==> src/daos_pkg.sv <==
// constants, register map and carrier types for direction and overtravel stop
// assumes a 32-bit apb register bus and a single 25 mhz clock

package daos_pkg;

    // -------------------------------------------------------------
    // register byte offsets
    // -------------------------------------------------------------
    localparam logic [7:0] CFG_OFS  = 8'h00;
    localparam logic [7:0] MAP_OFS  = 8'h04;
    localparam logic [7:0] EST_OFS  = 8'h08;
    localparam logic [7:0] MAXT_OFS = 8'h0C;
    localparam logic [7:0] STAT_OFS = 8'h10;

    // -------------------------------------------------------------
    // field positions
    // -------------------------------------------------------------
    localparam int CFG_DIR_BIT  = 0;
    localparam int CFG_OT_LSB   = 4;
    localparam int CFG_SV_LSB   = 8;
    localparam int CFG_TRQ_BIT  = 12;
    localparam int MAP_FWD_LSB  = 0;
    localparam int MAP_REV_LSB  = 4;
    localparam int TRQ_W        = 10;

    // -------------------------------------------------------------
    // mapping codes and reset values
    // -------------------------------------------------------------
    localparam logic [3:0] FWD_MAP_PIN = 4'h2;
    localparam logic [3:0] REV_MAP_PIN = 4'h3;
    localparam logic [3:0] MAP_UNUSED  = 4'h8;
    localparam logic [3:0] FWD_MAP_INV = 4'hB;
    localparam logic [3:0] REV_MAP_INV = 4'hC;
    localparam logic [TRQ_W-1:0] EST_RST  = 10'h320;
    localparam logic [TRQ_W-1:0] MAXT_RST = 10'h320;

    // overtravel stop selections
    localparam logic [1:0] OT_AS_SVOFF = 2'h0;
    localparam logic [1:0] OT_CLAMP    = 2'h1;
    localparam logic [1:0] OT_COAST    = 2'h2;

    // -------------------------------------------------------------
    // types
    // -------------------------------------------------------------
    typedef enum logic [2:0] {
        ST_RUN   = 3'b000,
        ST_SVDEC = 3'b001,
        ST_EDEC  = 3'b010,
        ST_CLAMP = 3'b011,
        ST_COAST = 3'b100
    } daos_state_t;

    typedef struct packed {
        logic       torque_ctrl;
        logic [1:0] servo_off_stop_select;
        logic [1:0] overtravel_stop_select;
        logic       direction_select;
    } daos_cfg_t;

    typedef struct packed {
        logic [3:0] rev_limit_mapping;
        logic [3:0] fwd_limit_mapping;
    } daos_map_t;

endpackage : daos_pkg

==> src/daos_top.sv <==
// direction selection and overtravel stop control with apb registers
// assumes apb master on pclk, limit switch pins asynchronous to pclk,
// host motion commands and motor-stopped flag synchronous to pclk
//
// The implementer's own choices: the address map and the APB slave port.

`timescale 1ns/1ps
`default_nettype none

module daos_top (
    // clock and reset
    input  wire logic        pclk,
    input  wire logic        presetn,
    // apb slave
    input  wire logic        psel,
    input  wire logic        penable,
    input  wire logic        pwrite,
    input  wire logic [7:0]  paddr,
    input  wire logic [31:0] pwdata,
    output var  logic [31:0] prdata,
    output var  logic        pready,
    output var  logic        pslverr,
    // limit switch pins
    input  wire logic        fwd_travel_limit_in,
    input  wire logic        rev_travel_limit_in,
    // host motion interface
    input  wire logic        servo_on,
    input  wire logic        cmd_fwd,
    input  wire logic        cmd_rev,
    input  wire logic        motor_stopped,
    // motor drive outputs
    output var  logic        drive_fwd,
    output var  logic        drive_rev,
    output var  logic        motor_cw,
    output var  logic        decel,
    output var  logic        zero_clamp,
    output var  logic        coast,
    output var  logic [9:0]  stop_torque
);

    // -------------------------------------------------------------
    // registers and state
    // -------------------------------------------------------------
    daos_pkg::daos_cfg_t   cfg_q;
    daos_pkg::daos_map_t   map_q;
    daos_pkg::daos_state_t state_q;
    logic [9:0]  est_q;
    logic [9:0]  maxt_q;
    logic [1:0]  fwd_sync_q;
    logic [1:0]  rev_sync_q;
    logic        fwd_ok_q;
    logic        rev_ok_q;
    logic        fwd_ok_d;
    logic        rev_ok_d;
    logic        ot_hit;
    logic        est_mode;
    logic [9:0]  est_lim;
    logic [31:0] rd_d;
    logic        hit_d;
    logic        wr_en;

    // -------------------------------------------------------------
    // limit pin synchronisers
    // -------------------------------------------------------------
    // two stages: only the second stage feeds the mapping logic
    always_ff @(posedge pclk or negedge presetn) begin
        if (!presetn) begin
            fwd_sync_q <= 2'h0;
            rev_sync_q <= 2'h0;
        end else begin
            fwd_sync_q <= {fwd_sync_q[0], fwd_travel_limit_in};
            rev_sync_q <= {rev_sync_q[0], rev_travel_limit_in};
        end
    end

    // -------------------------------------------------------------
    // limit mapping
    // -------------------------------------------------------------
    // unlisted mapping codes behave as unused so motion is never
    // blocked by a half-configured terminal
    always_comb begin
        case (map_q.fwd_limit_mapping)
            daos_pkg::FWD_MAP_PIN: fwd_ok_d = !fwd_sync_q[1];
            daos_pkg::FWD_MAP_INV: fwd_ok_d = fwd_sync_q[1];
            default:               fwd_ok_d = 1'b1;
        endcase
        case (map_q.rev_limit_mapping)
            daos_pkg::REV_MAP_PIN: rev_ok_d = !rev_sync_q[1];
            daos_pkg::REV_MAP_INV: rev_ok_d = rev_sync_q[1];
            default:               rev_ok_d = 1'b1;
        endcase
    end

    // registered permission flags
    always_ff @(posedge pclk or negedge presetn) begin
        if (!presetn) begin
            fwd_ok_q <= 1'b1;
            rev_ok_q <= 1'b1;
        end else begin
            fwd_ok_q <= fwd_ok_d;
            rev_ok_q <= rev_ok_d;
        end
    end

    // -------------------------------------------------------------
    // overtravel stop sequencer
    // -------------------------------------------------------------
    // a prohibited command only trips while the servo is on
    assign ot_hit = servo_on &&
                    ((cmd_fwd && !fwd_ok_q) || (cmd_rev && !rev_ok_q));
    assign est_mode = !cfg_q.torque_ctrl &&
        (cfg_q.overtravel_stop_select == daos_pkg::OT_CLAMP ||
         cfg_q.overtravel_stop_select == daos_pkg::OT_COAST);

    always_ff @(posedge pclk or negedge presetn) begin
        if (!presetn) begin
            state_q <= daos_pkg::ST_RUN;
        end else begin
            case (state_q)
                daos_pkg::ST_RUN: begin
                    if (ot_hit && est_mode) begin
                        state_q <= daos_pkg::ST_EDEC;
                    end else if (ot_hit &&
                                 cfg_q.servo_off_stop_select == 2'h0) begin
                        state_q <= daos_pkg::ST_SVDEC;
                    end else if (ot_hit) begin
                        state_q <= daos_pkg::ST_COAST;
                    end
                end
                daos_pkg::ST_SVDEC: begin
                    if (motor_stopped) begin
                        state_q <= daos_pkg::ST_COAST;
                    end
                end
                daos_pkg::ST_EDEC: begin
                    if (motor_stopped &&
                        cfg_q.overtravel_stop_select == daos_pkg::OT_CLAMP)
                    begin
                        state_q <= daos_pkg::ST_CLAMP;
                    end else if (motor_stopped) begin
                        state_q <= daos_pkg::ST_COAST;
                    end
                end
                daos_pkg::ST_CLAMP, daos_pkg::ST_COAST: begin
                    if (!ot_hit) begin
                        state_q <= daos_pkg::ST_RUN;
                    end
                end
                default: state_q <= daos_pkg::ST_RUN;
            endcase
        end
    end

    // -------------------------------------------------------------
    // drive outputs
    // -------------------------------------------------------------
    // stop torque is clamped to the motor maximum
    assign est_lim = (est_q > maxt_q) ? maxt_q : est_q;

    always_ff @(posedge pclk or negedge presetn) begin
        if (!presetn) begin
            drive_fwd   <= 1'b0;
            drive_rev   <= 1'b0;
            decel       <= 1'b0;
            zero_clamp  <= 1'b0;
            coast       <= 1'b0;
            stop_torque <= 10'h000;
        end else begin
            drive_fwd  <= state_q == daos_pkg::ST_RUN && servo_on &&
                          cmd_fwd && !cmd_rev && fwd_ok_q;
            drive_rev  <= state_q == daos_pkg::ST_RUN && servo_on &&
                          cmd_rev && !cmd_fwd && rev_ok_q;
            decel      <= state_q == daos_pkg::ST_EDEC ||
                          state_q == daos_pkg::ST_SVDEC;
            zero_clamp <= state_q == daos_pkg::ST_CLAMP;
            coast      <= state_q == daos_pkg::ST_COAST;
            stop_torque <= (state_q == daos_pkg::ST_EDEC) ?
                           est_lim : 10'h000;
        end
    end

    // shaft sign only: limits and mapping stay in reference terms
    always_ff @(posedge pclk or negedge presetn) begin
        if (!presetn) begin
            motor_cw <= 1'b0;
        end else if (drive_fwd) begin
            motor_cw <= cfg_q.direction_select;
        end else if (drive_rev) begin
            motor_cw <= !cfg_q.direction_select;
        end
    end

    // -------------------------------------------------------------
    // apb register file
    // -------------------------------------------------------------
    // no wait state: read data and pready are registered in setup
    assign wr_en = psel && penable && pready && pwrite && !pslverr;

    always_comb begin
        rd_d  = 32'h0000_0000;
        hit_d = 1'b1;
        case (paddr)
            daos_pkg::CFG_OFS: begin
                rd_d[daos_pkg::CFG_DIR_BIT] = cfg_q.direction_select;
                rd_d[daos_pkg::CFG_OT_LSB +: 2] =
                    cfg_q.overtravel_stop_select;
                rd_d[daos_pkg::CFG_SV_LSB +: 2] =
                    cfg_q.servo_off_stop_select;
                rd_d[daos_pkg::CFG_TRQ_BIT] = cfg_q.torque_ctrl;
            end
            daos_pkg::MAP_OFS:  rd_d[7:0] = map_q;
            daos_pkg::EST_OFS:  rd_d[9:0] = est_q;
            daos_pkg::MAXT_OFS: rd_d[9:0] = maxt_q;
            daos_pkg::STAT_OFS: begin
                rd_d[0]   = fwd_ok_q;
                rd_d[1]   = rev_ok_q;
                rd_d[2]   = fwd_sync_q[1];
                rd_d[3]   = rev_sync_q[1];
                rd_d[6:4] = state_q;
                rd_d[8]   = motor_cw;
            end
            default: hit_d = 1'b0;
        endcase
    end

    // bus handshake
    always_ff @(posedge pclk or negedge presetn) begin
        if (!presetn) begin
            prdata  <= 32'h0000_0000;
            pready  <= 1'b0;
            pslverr <= 1'b0;
        end else if (psel && !penable) begin
            prdata  <= pwrite ? 32'h0000_0000 : rd_d;
            pready  <= 1'b1;
            pslverr <= !hit_d || (pwrite && paddr == daos_pkg::STAT_OFS);
        end else begin
            pready  <= 1'b0;
            pslverr <= 1'b0;
        end
    end

    // writable settings
    always_ff @(posedge pclk or negedge presetn) begin
        if (!presetn) begin
            cfg_q  <= '0;
            map_q  <= {daos_pkg::MAP_UNUSED, daos_pkg::MAP_UNUSED};
            est_q  <= daos_pkg::EST_RST;
            maxt_q <= daos_pkg::MAXT_RST;
        end else if (wr_en) begin
            case (paddr)
                daos_pkg::CFG_OFS: begin
                    cfg_q.direction_select <=
                        pwdata[daos_pkg::CFG_DIR_BIT];
                    cfg_q.overtravel_stop_select <=
                        pwdata[daos_pkg::CFG_OT_LSB +: 2];
                    cfg_q.servo_off_stop_select <=
                        pwdata[daos_pkg::CFG_SV_LSB +: 2];
                    cfg_q.torque_ctrl <= pwdata[daos_pkg::CFG_TRQ_BIT];
                end
                daos_pkg::MAP_OFS:  map_q  <= pwdata[7:0];
                daos_pkg::EST_OFS:  est_q  <= pwdata[9:0];
                daos_pkg::MAXT_OFS: maxt_q <= pwdata[9:0];
                default: ;
            endcase
        end
    end

    // -------------------------------------------------------------
    // assertions
    // -------------------------------------------------------------
    AST_FWD_CCW: assert property (
        @(posedge pclk) disable iff (!presetn)
        (drive_fwd && !cfg_q.direction_select) |=> !motor_cw)
        else $error("forward not ccw in standard mode");

    AST_FWD_CW: assert property (
        @(posedge pclk) disable iff (!presetn)
        (drive_fwd && cfg_q.direction_select) |=> motor_cw)
        else $error("forward not cw in reverse mode");

    AST_REV_SIGN: assert property (
        @(posedge pclk) disable iff (!presetn)
        (drive_rev && !drive_fwd) |=>
        motor_cw != $past(cfg_q.direction_select))
        else $error("reverse sign wrong");

    AST_FWD_PIN: assert property (
        @(posedge pclk) disable iff (!presetn)
        (map_q.fwd_limit_mapping == daos_pkg::FWD_MAP_PIN &&
         $stable(map_q)) |=> fwd_ok_q == !$past(fwd_sync_q[1]))
        else $error("forward pin mapping wrong");

    AST_FWD_INV: assert property (
        @(posedge pclk) disable iff (!presetn)
        (map_q.fwd_limit_mapping == daos_pkg::FWD_MAP_INV &&
         $stable(map_q)) |=> fwd_ok_q == $past(fwd_sync_q[1]))
        else $error("forward inverted mapping wrong");

    AST_FWD_UNUSED: assert property (
        @(posedge pclk) disable iff (!presetn)
        (map_q.fwd_limit_mapping == daos_pkg::MAP_UNUSED) |=> fwd_ok_q)
        else $error("unused forward limit blocked motion");

    AST_REV_MAP: assert property (
        @(posedge pclk) disable iff (!presetn)
        (map_q.rev_limit_mapping == daos_pkg::REV_MAP_PIN &&
         $stable(map_q)) ##1
        (rev_sync_q[1] && map_q.rev_limit_mapping == daos_pkg::REV_MAP_PIN)
        |=> !rev_ok_q ##1 !drive_rev)
        else $error("reverse pin mapping wrong");

    AST_EDEC_CLAMP: assert property (
        @(posedge pclk) disable iff (!presetn)
        (state_q == daos_pkg::ST_EDEC && motor_stopped &&
         cfg_q.overtravel_stop_select == daos_pkg::OT_CLAMP)
        |=> state_q == daos_pkg::ST_CLAMP ##1 zero_clamp)
        else $error("no zero clamp after decel");

    AST_EDEC_COAST: assert property (
        @(posedge pclk) disable iff (!presetn)
        (state_q == daos_pkg::ST_EDEC && motor_stopped &&
         cfg_q.overtravel_stop_select == daos_pkg::OT_COAST)
        |=> state_q == daos_pkg::ST_COAST ##1 coast)
        else $error("no coast after decel");

    AST_TRQ_NOCLAMP: assert property (
        @(posedge pclk) disable iff (!presetn)
        (state_q == daos_pkg::ST_RUN && ot_hit && cfg_q.torque_ctrl)
        |=> state_q != daos_pkg::ST_EDEC)
        else $error("torque control used stop select");

    AST_EST_ONLY: assert property (
        @(posedge pclk) disable iff (!presetn)
        (stop_torque != 10'h000) |-> $past(state_q == daos_pkg::ST_EDEC))
        else $error("stop torque outside emergency decel");

    AST_EST_MAX: assert property (
        @(posedge pclk) disable iff (!presetn)
        $past(state_q == daos_pkg::ST_EDEC) |->
        stop_torque == $past(est_lim) && stop_torque <= $past(maxt_q))
        else $error("stop torque above motor maximum");

endmodule : daos_top

`default_nettype wire

==> config.mk <==
export PLATFORM = sky130hd
export DESIGN_NAME = daos_top
export DESIGN_NICKNAME = d
export VERILOG_FILES = /design/src/daos_pkg.sv /design/src/daos_top.sv
export SDC_FILE = /design/constraint.sdc
export NUM_CORES = 1
export LEC_CHECK = 0
export ABC_AREA = 1
export CAP_MARGIN = 20
export CORE_AREA = 5 5 129 101
export CTS_CLUSTER_DIAMETER = 150
export DETAILED_ROUTE_END_ITERATION = 12
export DIE_AREA = 0 0 134 106
export DONT_BUFFER_PORTS = 1
export GPL_ROUTABILITY_DRIVEN = 0
export PLACE_DENSITY_LB_ADDON = 0.2
export SETUP_SLACK_MARGIN = 0.02
export SYNTH_ARGS = -nofsm -noshare
export SYNTH_HDL_FRONTEND = slang
export SYNTH_SLANG_ARGS = --single-unit
==> constraint.sdc <==
create_clock -name pclk -period 2.65 [get_ports pclk]
set_input_delay 0.265 -clock pclk [delete_from_list [all_inputs] [get_ports pclk]]
set_output_delay 0.265 -clock pclk [all_outputs]
set_load 0.005 [all_outputs]
==> summary.md, run 1 <==
| Metric | Value |
|---|---|
| Drt first-iter violations | 167 |
| Hold Path Class | in -> reg |
| R2r setup slk | 480 ps |
| Hold WS | 19.2 ps |
| First-pass GRT wire length | 15800 um |
| CTS Buffer Depth | 2 |
| Routed len/inst | 15.7 um |
| Min Tclk post-route | 2170 ps |
| Synth cell types | 35 |
| Layout area overhead | 9.05% |
| CP Capture Type | flop |
| Site row count | 35 |
| Largest net degree at the start of global routing | 73 |
| Slew Viols, Final | 0 |
| FF-to-FF path depth | 10 |
| CP arrival | 2400 ps |
| Post-DRT Antenna Nets | 0 |
| Clock transition at path regs | 50 ps |
| Count of final setup violators | 0 |
| Unrepaired setup endpoints after global routing | no |
| Ant diodes | 0 |
| Crit Path Max Fanout | 12 |
| Worst r2r dst | stop_torque[5] |
| Max Cap Viol | 0 |
| Crit path to | stop_torque[5] |
| Outcome | finished clean |
| IO Pins | 101 |
| Worst vdd ir | 0.284 mV |
| Critical path type | reg -> reg |
| Share of cells above drive strength 1 | 13.4% |
| Final Total Pwr | 2.42 mW |
| Worst-Margin Slew | 667 ps |
| Vias in the first global route | 2948 |
| All-layer global routing usage | 14.5% |
| Register area share after synthesis | 45.9% |
| Clock sinks | 72 |
| Mapped Cells | 478 |
| Achievable frequency | 460 MHz |
| Die area | 0.0142 mm2 |
| Critical path launch point | maxt_q[9] |
| Post-synthesis area per instance | 8.27 um2 |
| Clk_skew | 3.15 ps |
| Final net count | 542 |
| Post-Layout Cell Count | 633 |
| Total wire length | 9930 um |
| Number of buffers added on ports | 0 |
| CTS tree | yes |
| Slew HR | 55.2% |
| Yosys reg bits | 72 |
| Detailed Place HPWL | 7440 um |
| Cell area after synthesis | 0.00395 mm2 |
| Via Count | 3040 |
| Required @ worst endpoint | 2880 ps |
| Fill cell count | 1231 |
| Core ar. | 0.0118 mm2 |
| Leakage | 2.20 nW |
| Initial core utilization | 33.6% |
| Via-to-Cell Ratio | 4.80 |
| Initial antenna violation count | 0 |
| Startpoint types | flop |
| Clock latency on the worst-skew pair | 340 ps |
| Synth warn | 0 |
| Hold_buf cts | 5 |
| Root Driver | clkbuf_16 |
| Num CTS Buffers | 9 |
| Drt pass-1 iters | 4 |
| PwrDens | 561 mW/mm2 |
| Setup TNS | 0 ps |
| R2R Path Start | maxt_q[9] |
| Setup Fix Bufs, Post-CTS | 0 |
| Worst hold start | penable |
| Cells after DPL | 612 |
| Global route total overflow | 0 |
| Final hold vios | 0 |
| Htree depth | 3 |
| Tcrit/Tclk final | 82.0% |
| Die Span Y | 106 um |
| Die W | 134 um |
| Resize count post-CTS | 0 |
| DRC | 0 |
==> placed cells by master (no fill, tap or decap), types with 2 or more instances in the layout <==
cell / Yosys / routed
nand2_1: 124 / 124
dfrtp_1: 62 / 62
nand3_1: 59 / 59
inv_1: 46 / 46
nor2_1: 26 / 26
o21ai_0: 25 / 25
conb_1: 1 / 21
a21oi_1: 16 / 16
o21ai_2: 13 / 13
ha_1: 11 / 11
dfstp_2: 10 / 10
clkbuf_16: 0 / 9
nand4_1: 7 / 7
nor2_2: 7 / 7
nand2_2: 5 / 5
nor2_4: 5 / 5
clkbuf_1: 4 / 4
dlygate4sd3_1: 0 / 4
inv_2: 3 / 3
o21ai_1: 3 / 3
clkbuf_8: 0 / 3
buf_4: 25 / 3
nor4_1: 2 / 2
nor2_8: 2 / 2
o211ai_1: 2 / 2
a21oi_2: 2 / 2
==> worst max-delay path, stage by stage (launching register included) <==
cell,delay [ps]
dfstp_2,530
inv_1,80
ha_1,300
nand2_1,70
nor2_1,230
nand3_1,120
nand3_1,290
buf_4,250
nand3_1,90
nand2_1,60
nor2_1,40
==> layout make-up <==
cell class              instances  area [um2]  area share [%]
repair buffers                  8        90.1            2.09
well taps                     148         185            4.30
flip-flops and latches         72        1810            42.1
inverters                      49         184            4.27
clock buffers                  16         282            6.53
multi-input cells             340        1760            40.7
==> synthesized netlist by cell type <==
master       n  area, um2
nand2_1    124        465
dfrtp_1     62       1550
nand3_1     59        295
inv_1       46        173
nor2_1      26       97.6
buf_4       25        188
o21ai_0     25        125
a21oi_1     16       80.1
o21ai_2     13        114
ha_1        11        138
dfstp_2     10        263
nand4_1      7       43.8
nor2_2       7       43.8
buf_6        5       56.3
nand2_2      5       31.3
nor2_4       5       56.3
clkbuf_1     4       15.0
buf_2        3       15.0
inv_2        3       11.3
o21ai_1      3       15.0
a21oi_2      2       17.5
nor2_8       2       40.0
nor4_1       2       12.5
o211ai_1     2       15.0
a41oi_1      1       8.76
conb_1       1       3.75
nand2_4      1       11.3
nand3_4      1       17.5
nand3b_1     1       7.51
nor3_1       1       5.00
o2111ai_1    1       8.76
o21bai_1     1       7.51
o22ai_1      1       6.26
o31ai_1      1       7.51
or2_1        1       6.26
==> layer usage <==
layer | GRT usage [%] | share of wire, % | up-vias
met5 | 0 | 0 | -
met2 | 20.9 | 44 | 76
met4 | 3.45 | 0.47 | 0
met1 | 20.1 | 48 | 1448
met3 | 5.87 | 7.7 | 5
li1 | - | - | 1511
==> power breakdown <==
part	switching [mW]	internal [mW]	leakage [nW]	total, mW
registers	0.0209	1.12	0.888	1.14
clock network	0.447	0.712	0.137	1.16
logic	0.0862	0.0311	1.17	0.117
==> through the flow <==
| step | utilization [%] | setup WS, ps | cell area [um2] |
|---|---|---|---|
| after detailed placement | 33.6 | 501 | 3960 |
| final | 36.6 | 478 | 4310 |
| after global routing | 36.6 | 270 | 4310 |
| after global placement | 33.6 | 564 | 3960 |
| after CTS | 36.6 | 494 | 4310 |
| after floorplan | - | 963 | 4030 |
==> flip-flops by register name, summed over array words and instances, names as in the netlist <==
| register | flops |
|---|---|
| motor_cw | 1 |
| cfg_q | 6 |
| drive_fwd | 1 |
| rev_sync_q | 2 |
| rev_ok_q | 1 |
| pslverr | 1 |
| prdata | 11 |
| est_q | 10 |
| stop_torque | 10 |
| fwd_sync_q | 2 |
| decel | 1 |
| coast | 1 |
| drive_rev | 1 |
| fwd_ok_q | 1 |
| maxt_q | 10 |
| map_q | 8 |
| pready | 1 |
| zero_clamp | 1 |
| state_q | 3 |
==> worst min-delay path by stage <==
stage | cells past startpoint | slack [ps] | endpoint
floorplan | 0 | -30 | cfg_q[0]
global placement | 0 | -30 | pready
detailed placement | 0 | -30 | pready
CTS | 2 | 10 | map_q[7]
global route | 1 | 10 | pready
finish | 1 | 20 | pready
==> cell families (layout without fill, tap and decap cells) <==
logic type | Yosys count | in the layout | share of synthesized area (%)
buffers and inverters | 86 | 73 | 11.6
other | 1 | 21 | 0.0949
AO/OA/AOI/OAI | 66 | 66 | 10.3
flip-flops | 72 | 72 | 45.9
adder cells (fa/ha/maj) | 11 | 11 | 3.48
AND/OR/NAND/NOR | 242 | 242 | 28.7
Power figures use the tool's default switching activity.
==> run 2: changes to the inputs <==
--- a/config.mk
+++ b/config.mk
@@ -5,12 +5,12 @@
 export SDC_FILE = /design/constraint.sdc
 export NUM_CORES = 1
 export LEC_CHECK = 0
-export ABC_AREA = 1
+export ABC_AREA = 0
 export CAP_MARGIN = 20
-export CORE_AREA = 5 5 129 101
+export CORE_AREA = 5 5 125 98
 export CTS_CLUSTER_DIAMETER = 150
 export DETAILED_ROUTE_END_ITERATION = 12
-export DIE_AREA = 0 0 134 106
+export DIE_AREA = 0 0 130 103
 export DONT_BUFFER_PORTS = 1
 export GPL_ROUTABILITY_DRIVEN = 0
 export PLACE_DENSITY_LB_ADDON = 0.2
==> constraint.sdc (replaced) <==
create_clock -name pclk -period 1.8 [get_ports pclk]
set_input_delay 0.18 -clock pclk [delete_from_list [all_inputs] [get_ports pclk]]
set_output_delay 0.18 -clock pclk [all_outputs]
set_load 0.005 [all_outputs]
==> summary.md, run 2 <==
| Metric | Value |
|---|---|
| Hold WS | -456 ps (-475 ps) |
| CP arrival | 2220 ps (-180 ps) |
| Num CTS Buffers | 9 (unchanged) |
| CTS tree | yes |
| Htree depth | 3 (unchanged) |
| Synth Flop Type | dfrtp_1 |
| Cell class contributing the biggest share of worst-path delay | compound AO/OA/AOI/OAI gates |
| Mapped Cells | 331 (-31%) |
| DRC | 0 (unchanged) |
| Die W | 130 um (-3.0%) |
| Synth cell types | 49 (+40%) |
| Layout area overhead | 27.6% |
| Routed len/inst | 18.2 um (+16%) |
| Core ar. | 0.0111 mm2 (-6.1%) |
| Startpoint types | flop |
| Cells after DPL | 501 (-18%) |
| FF-to-FF path depth | 9 (-1) |
| Unrepaired setup endpoints after global routing | yes |
| Global route total overflow | 0 (unchanged) |
| Die area | 0.0134 mm2 (-5.7%) |
| Crit Path Max Fanout | 5 (-7) |
| Site row count | 34 (-2.9%) |
| Leakage | 2.16 nW (-1.8%) |
| Hold_buf cts | 18 (+13) |
| Initial core utilization | 33.6% (about the same) |
| Post-Layout Cell Count | 541 (-15%) |
| Ranking of synthesized cells by area | dfrtp_1 42%, mux2_2 10%, dfstp_2 7.1% |
| Root Driver | clkbuf_16 |
| R2r setup slk | -170 ps (-650 ps) |
| Required @ worst endpoint | 2050 ps (-830 ps) |
| Outcome | finished, violations left |
| Final net count | 454 (-16%) |
| Clock transition at path regs | 60 ps (about the same) |
| Yosys reg bits | 72 (unchanged) |
| Max Cap Viol | 0 (unchanged) |
| Final Total Pwr | 3.56 mW (+47%) |
| Tcrit/Tclk final | 110% (+28 points) |
| First-pass GRT wire length | 15800 um (+0.13%) |
| Number of buffers added on ports | 0 (unchanged) |
| Biggest area consumer among synthesized cells | dfrtp_1 |
| Via Count | 2702 (-11%) |
| Synth async-reset ratio | 100% (unchanged) |
| Achievable frequency | 507 MHz (+10%) |
| Clk_skew | 5.08 ps (+1.93 ps) |
| IO Pins | 101 (unchanged) |
| Final hold vios | 72 (+72) |
| Commonest cells after routing, fill and taps aside | 62 x dfrtp_1, 40 x buf_4, 24 x mux2_2, 21 x conb_1, 18 x dlygate4sd3_1 |
| Post-synthesis area per instance | 11.2 um2 (+36%) |
| Most frequent CP cell | o21ai_2 |
| Reg with most FFs | prdata |
| Drt first-iter violations | 238 (+43%) |
| Critical path type | reg -> reg |
| PwrDens | 750 mW/mm2 (+34%) |
| All-layer global routing usage | 15.7% (+1.2 points) |
| CP Capture Type | flop |
| Detailed Place HPWL | 7240 um (-2.7%) |
| Initial antenna violation count | 0 (unchanged) |
| Core Util, Final | 42.9% (+6.3 points) |
| Slowest Stage Delay on Critical Path | 530 ps (about the same) |
| Count of final setup violators | 10 (+10) |
| Via-to-Cell Ratio | 4.99 (+4.0%) |
| WP buf/inv | 3 (+1) |
| Die Span Y | 103 um (-2.8%) |
| Share of cells above drive strength 1 | 33.0% (+20 points) |
| Synth warn | 0 (unchanged) |
| Clock sinks | 72 (unchanged) |
| Slew Viols, Final | 0 (unchanged) |
| Largest net degree at the start of global routing | 73 (unchanged) |
| Most common cell in the synthesized netlist | dfrtp_1 |
| Worst-path cell chain | inv_2 > ha_4 > a21oi_2 > o21ai_2 > buf_6 > a2111oi_4 > buf_4 > o21ai_2 > a21boi_2 |
| Failing checks | negative hold slack, negative setup slack |
| Cell area after synthesis | 0.00371 mm2 (-6.0%) |
| CP max-delay cell | dfstp_2 |
| CTS Buffer Depth | 2 (unchanged) |
| Worst vdd ir | 0.401 mV (+41%) |
| Register area share after synthesis | 48.9% (+3.0 points) |
| Drt pass-1 iters | 4 (unchanged) |
| Post-DRT Antenna Nets | 0 (unchanged) |
| Vias in the first global route | 2808 (-4.7%) |
| Setup TNS | -1410 ps (-1410 ps) |
| Worst r2r dst | stop_torque[9] |
| Max reg flops | 11 (unchanged) |
| Synth top area share | 41.8% (+2.5 points) |
| Leading cell type in the layout, fill and taps excluded | dfrtp_1 |
| Hold Path Class | in -> async |
| R2R Path Start | maxt_q[9] |
| Clock latency on the worst-skew pair | 330 ps (about the same) |
| Setup ws final | -171 ps (-649 ps) |
| Ant diodes | 0 (unchanged) |
| Min Tclk post-route | 1970 ps (-201 ps) |
| Post-synth top cells | 62 x dfrtp_1, 34 x mux2_2, 21 x buf_4, 15 x inv_1 |
| Total wire length | 9870 um (-0.60%) |
| EDFF count, synth | 0 (unchanged) |
==> run 2: changes by cell type after synthesis, sizes merged, moves of 8 or more <==
cell,previous run,this run
mux2,0,37
a21oi,18,7
a21boi,0,10
a22o,0,8
buf,33,22
nand2,130,15
nand3,60,12
inv,49,15
mux2i,0,10
nor2,40,14
nor3,1,9
o21ai,41,14
==> run 2: through the flow <==
step / cell area, um2 / setup slack (ps)
after global routing: 4740 / -252
after CTS: 4700 / -176
after floorplan: 3890 / -142
after global placement: 4170 / -271
final: 4740 / -171
after detailed placement: 4170 / -304
==> run 2: worst max path at each step <==
stage / startpoint / endpoint / cells past startpoint
final: maxt_q[9] / stop_torque[9] / 9
after CTS: maxt_q[3] / stop_torque[6] / 10
after detailed placement: est_q[3] / stop_torque[3] / 6
after floorplan: maxt_q[5] / stop_torque[1] / 7
after global routing: maxt_q[9] / stop_torque[6] / 9
after global placement: est_q[3] / stop_torque[9] / 6
==> run 2: final cells by class <==
type / count / area [um2]
Inverter: 15 / 56.3
Multi-Input combinational cell: 233 / 1890
Fill cell: 1053 / 6320
Clock inverter: 3 / 17.5
Tap cell: 144 / 180
Timing Repair Buffer: 61 / 532
Clock buffer: 13 / 250
Sequential cell: 72 / 1810
==> run 2: repair_timing <==
action,4_1_cts,5_1_grt
buffers inserted,4,1
gates resized for setup,12,14
gates cloned,1,0
endpoints found under the setup margin,10,13
hold endpoints to repair,112,72
pin swaps,14,7
==> run 2: power by group <==
| group | internal (mW) | switching (mW) |
|---|---|---|
| clock network | 0.967 | 0.669 |
| logic | 0.113 | 0.111 |
| registers | 1.65 | 0.0424 |
| total | 2.73 | 0.822 |
==> run 2: cell families (layout without fill, tap and decap cells) <==
| kind of cell | after synthesis | in the layout | synth area share [%] |
|---|---|---|---|
| xor+xnor | 1 | 1 | 0.236 |
| simple gates | 79 | 79 | 12.6 |
| mux | 47 | 48 | 13.9 |
| compound gates | 73 | 73 | 13.7 |
| flops | 72 | 72 | 48.9 |
| fa+ha+maj | 11 | 11 | 3.71 |
| other cells | 1 | 21 | 0.101 |
| buf+inv | 47 | 92 | 6.87 |
==> run 2: routing by layer <==
metal / up-vias / track usage (%) / routed length [um]
li1: 1294 / - / -
met1: 1340 / 22.6 / 4830
met2: 64 / 23.1 / 4470
met3: 4 / 4.56 / 499
met4: 0 / 4.07 / 63
met5: - / 0 / 0
==> run 3: changes to the inputs <==
--- a/config.mk
+++ b/config.mk
@@ -14,6 +14,7 @@
 export DONT_BUFFER_PORTS = 1
 export GPL_ROUTABILITY_DRIVEN = 0
 export PLACE_DENSITY_LB_ADDON = 0.2
+export RECOVER_POWER = 50
 export SETUP_SLACK_MARGIN = 0.02
 export SYNTH_ARGS = -nofsm -noshare
 export SYNTH_HDL_FRONTEND = slang
==> constraint.sdc (replaced) <==
create_clock -name pclk -period 1.8 [get_ports pclk]
set_input_delay 0.18 -clock pclk [delete_from_list [all_inputs] [get_ports pclk]]
set_output_delay 0.18 -clock pclk [all_outputs]
set_load 0.02 [all_outputs]
==> summary.md, run 3 (synthesized netlist as in run 2, its figures left out) <==
| Metric | Value |
|---|---|
| Outcome | finished, violations left |
| Failing checks | negative hold slack, negative setup slack |
| Hold Path Class | in -> async |
| Worst-path cell chain | inv_2 > ha_4 > nand4_1 > a211oi_2 > a2111o_1 > buf_6 > nand3_2 > a21boi_2 |
| CTS Buffer Depth | 2 (unchanged) |
| Clock latency on the worst-skew pair | 340 ps (about the same) |
| Via Count | 2683 (-0.70%) |
| Initial antenna violation count | 0 (unchanged) |
| Global route total overflow | 0 (unchanged) |
| Post-DRT Antenna Nets | 0 (unchanged) |
| Clk_skew | 7.28 ps (+2.20 ps) |
| Total wire length | 9800 um (-0.71%) |
| Worst vdd ir | 0.454 mV (+13%) |
| Critical path type | reg -> reg |
| Number of buffers added on ports | 0 (unchanged) |
| PwrDens | 822 mW/mm2 (+9.5%) |
| Required @ worst endpoint | 2050 ps (about the same) |
| DRC | 0 (unchanged) |
| CP Capture Type | flop |
| Clock sinks | 72 (unchanged) |
| Core Util, Final | 43.2% (+0.32 points) |
| Crit Path Max Fanout | 6 (+1) |
| Site row count | 34 (unchanged) |
| Vias in the first global route | 2777 (-1.1%) |
| Drt pass-1 iters | 4 (unchanged) |
| Tcrit/Tclk final | 110% (+0.18 points) |
| Detailed Place HPWL | 7230 um (-0.11%) |
| First-pass GRT wire length | 15500 um (-1.6%) |
| Setup TNS | -1340 ps (+67.6 ps) |
| Htree depth | 3 (unchanged) |
| Reg with most FFs | prdata |
| Slew Viols, Final | 0 (unchanged) |
| All-layer global routing usage | 15.4% (-0.30 points) |
| CP arrival | 2220 ps (about the same) |
| Leakage | 2.18 nW (+0.84%) |
| Die W | 130 um (unchanged) |
| Largest net degree at the start of global routing | 73 (unchanged) |
| Num CTS Buffers | 9 (unchanged) |
| Count of final setup violators | 10 (unchanged) |
| Min Tclk post-route | 1970 ps (+3.21 ps) |
| Root Driver | clkbuf_16 |
| Clock transition at path regs | 60 ps (about the same) |
| Final hold vios | 72 (unchanged) |
| Ant diodes | 0 (unchanged) |
| Max reg flops | 11 (unchanged) |
| Routed len/inst | 18.2 um (-0.34%) |
| Max Cap Viol | 0 (unchanged) |
| Leading cell type in the layout, fill and taps excluded | dfrtp_1 |
| Final Total Pwr | 3.92 mW (+10%) |
| IO Pins | 101 (unchanged) |
| Share of cells above drive strength 1 | 32.2% (-0.85 points) |
| Via-to-Cell Ratio | 4.98 (-0.33%) |
| Setup ws final | -174 ps (-3.21 ps) |
| Hold WS | -460 ps (-4.44 ps) |
| Achievable frequency | 506 MHz (-0.16%) |
| Unrepaired setup endpoints after global routing | yes |
| Core ar. | 0.0111 mm2 (unchanged) |
| Die area | 0.0134 mm2 (unchanged) |
| Initial core utilization | 33.6% (unchanged) |
| Die Span Y | 103 um (unchanged) |
| Slowest Stage Delay on Critical Path | 530 ps (about the same) |
| Startpoint types | flop |
| Commonest cells after routing, fill and taps aside | 62 x dfrtp_1, 36 x buf_4, 24 x mux2_2, 21 x conb_1, 17 x dlygate4sd3_1 |
| CTS tree | yes |
| CP max-delay cell | dfstp_2 |
| Drt first-iter violations | 134 (-44%) |
| Hold_buf cts | 17 (-1) |
| Pre-CTS setup slack | -321 ps (-17.8 ps) |
| Final net count | 452 (-0.44%) |
| Layout area overhead | 28.6% |
==> run 3: through the flow <==
stage	hold WS, ps	instances	cell area, um2
finish	-460	539	4770
global route	-479	539	4770
CTS	-475	539	4760
detailed placement	-113	503	4190
global placement	-113	503	4190
floorplan	-116	351	3890
==> run 3: where the power goes <==
part	internal [mW]	total [mW]	switching, mW	leakage (nW)
combinational	0.114	0.256	0.142	1.06
clock	1.26	1.95	0.697	0.159
sequential	1.65	1.71	0.0607	0.955
total	3.02	3.92	0.900	2.18
==> run 3: worst paths after layout <==
check,slack (ps),endpoint,depth (start not counted),start
worst max-delay path,-170,stop_torque[9],8,maxt_q[9]
worst min-delay path,-460,pslverr,0,presetn
worst max register to register,-170,stop_torque[9],8,maxt_q[9]
worst min register to register,350,rev_sync_q[1],0,rev_sync_q[0]
max in group asynchronous,2060,map_q[7],0,presetn
min in group pclk,10,pslverr,2,paddr[4]
==> run 3: area by class of cell <==
class	instances	area, um2
clock buffers	10	239
clock inverters	6	90.1
fillers	1037	6290
inverters	15	56.3
multi-input cells	233	1880
flip-flops and latches	72	1810
well taps	144	180
repair buffers	59	518
==> run 3: timing repair <==
| item | 4_1_cts | 5_1_grt |
|---|---|---|
| setup buffers | 2 | 0 |
| pin swaps | 10 | 0 |
| endpoints found under the setup margin | 10 | 11 |
| endpoints found under the hold margin | 111 | 72 |
| resized for setup | 16 | 6 |
| cloned | 1 | 0 |
==> run 3: metal layers <==
layer	wire, um	vias up	track usage, %	part of all wire [%]
met5	0	-	0	0
met4	75	0	4.07	0.77
met3	594	6	4.76	6.1
met2	4370	69	23.4	45
met1	4750	1322	21.3	49
li1	-	1286	-	-
==> run 3: worst max-delay path: cells and delay by family, from the launching register on <==
family | cells | cell delay (ps)
AOI/OAI and AO/OA | 3 | 680
DFF | 1 | 530
adders and majority gates | 1 | 270
and+or+nand+nor | 2 | 220
buffers and inverters | 2 | 180
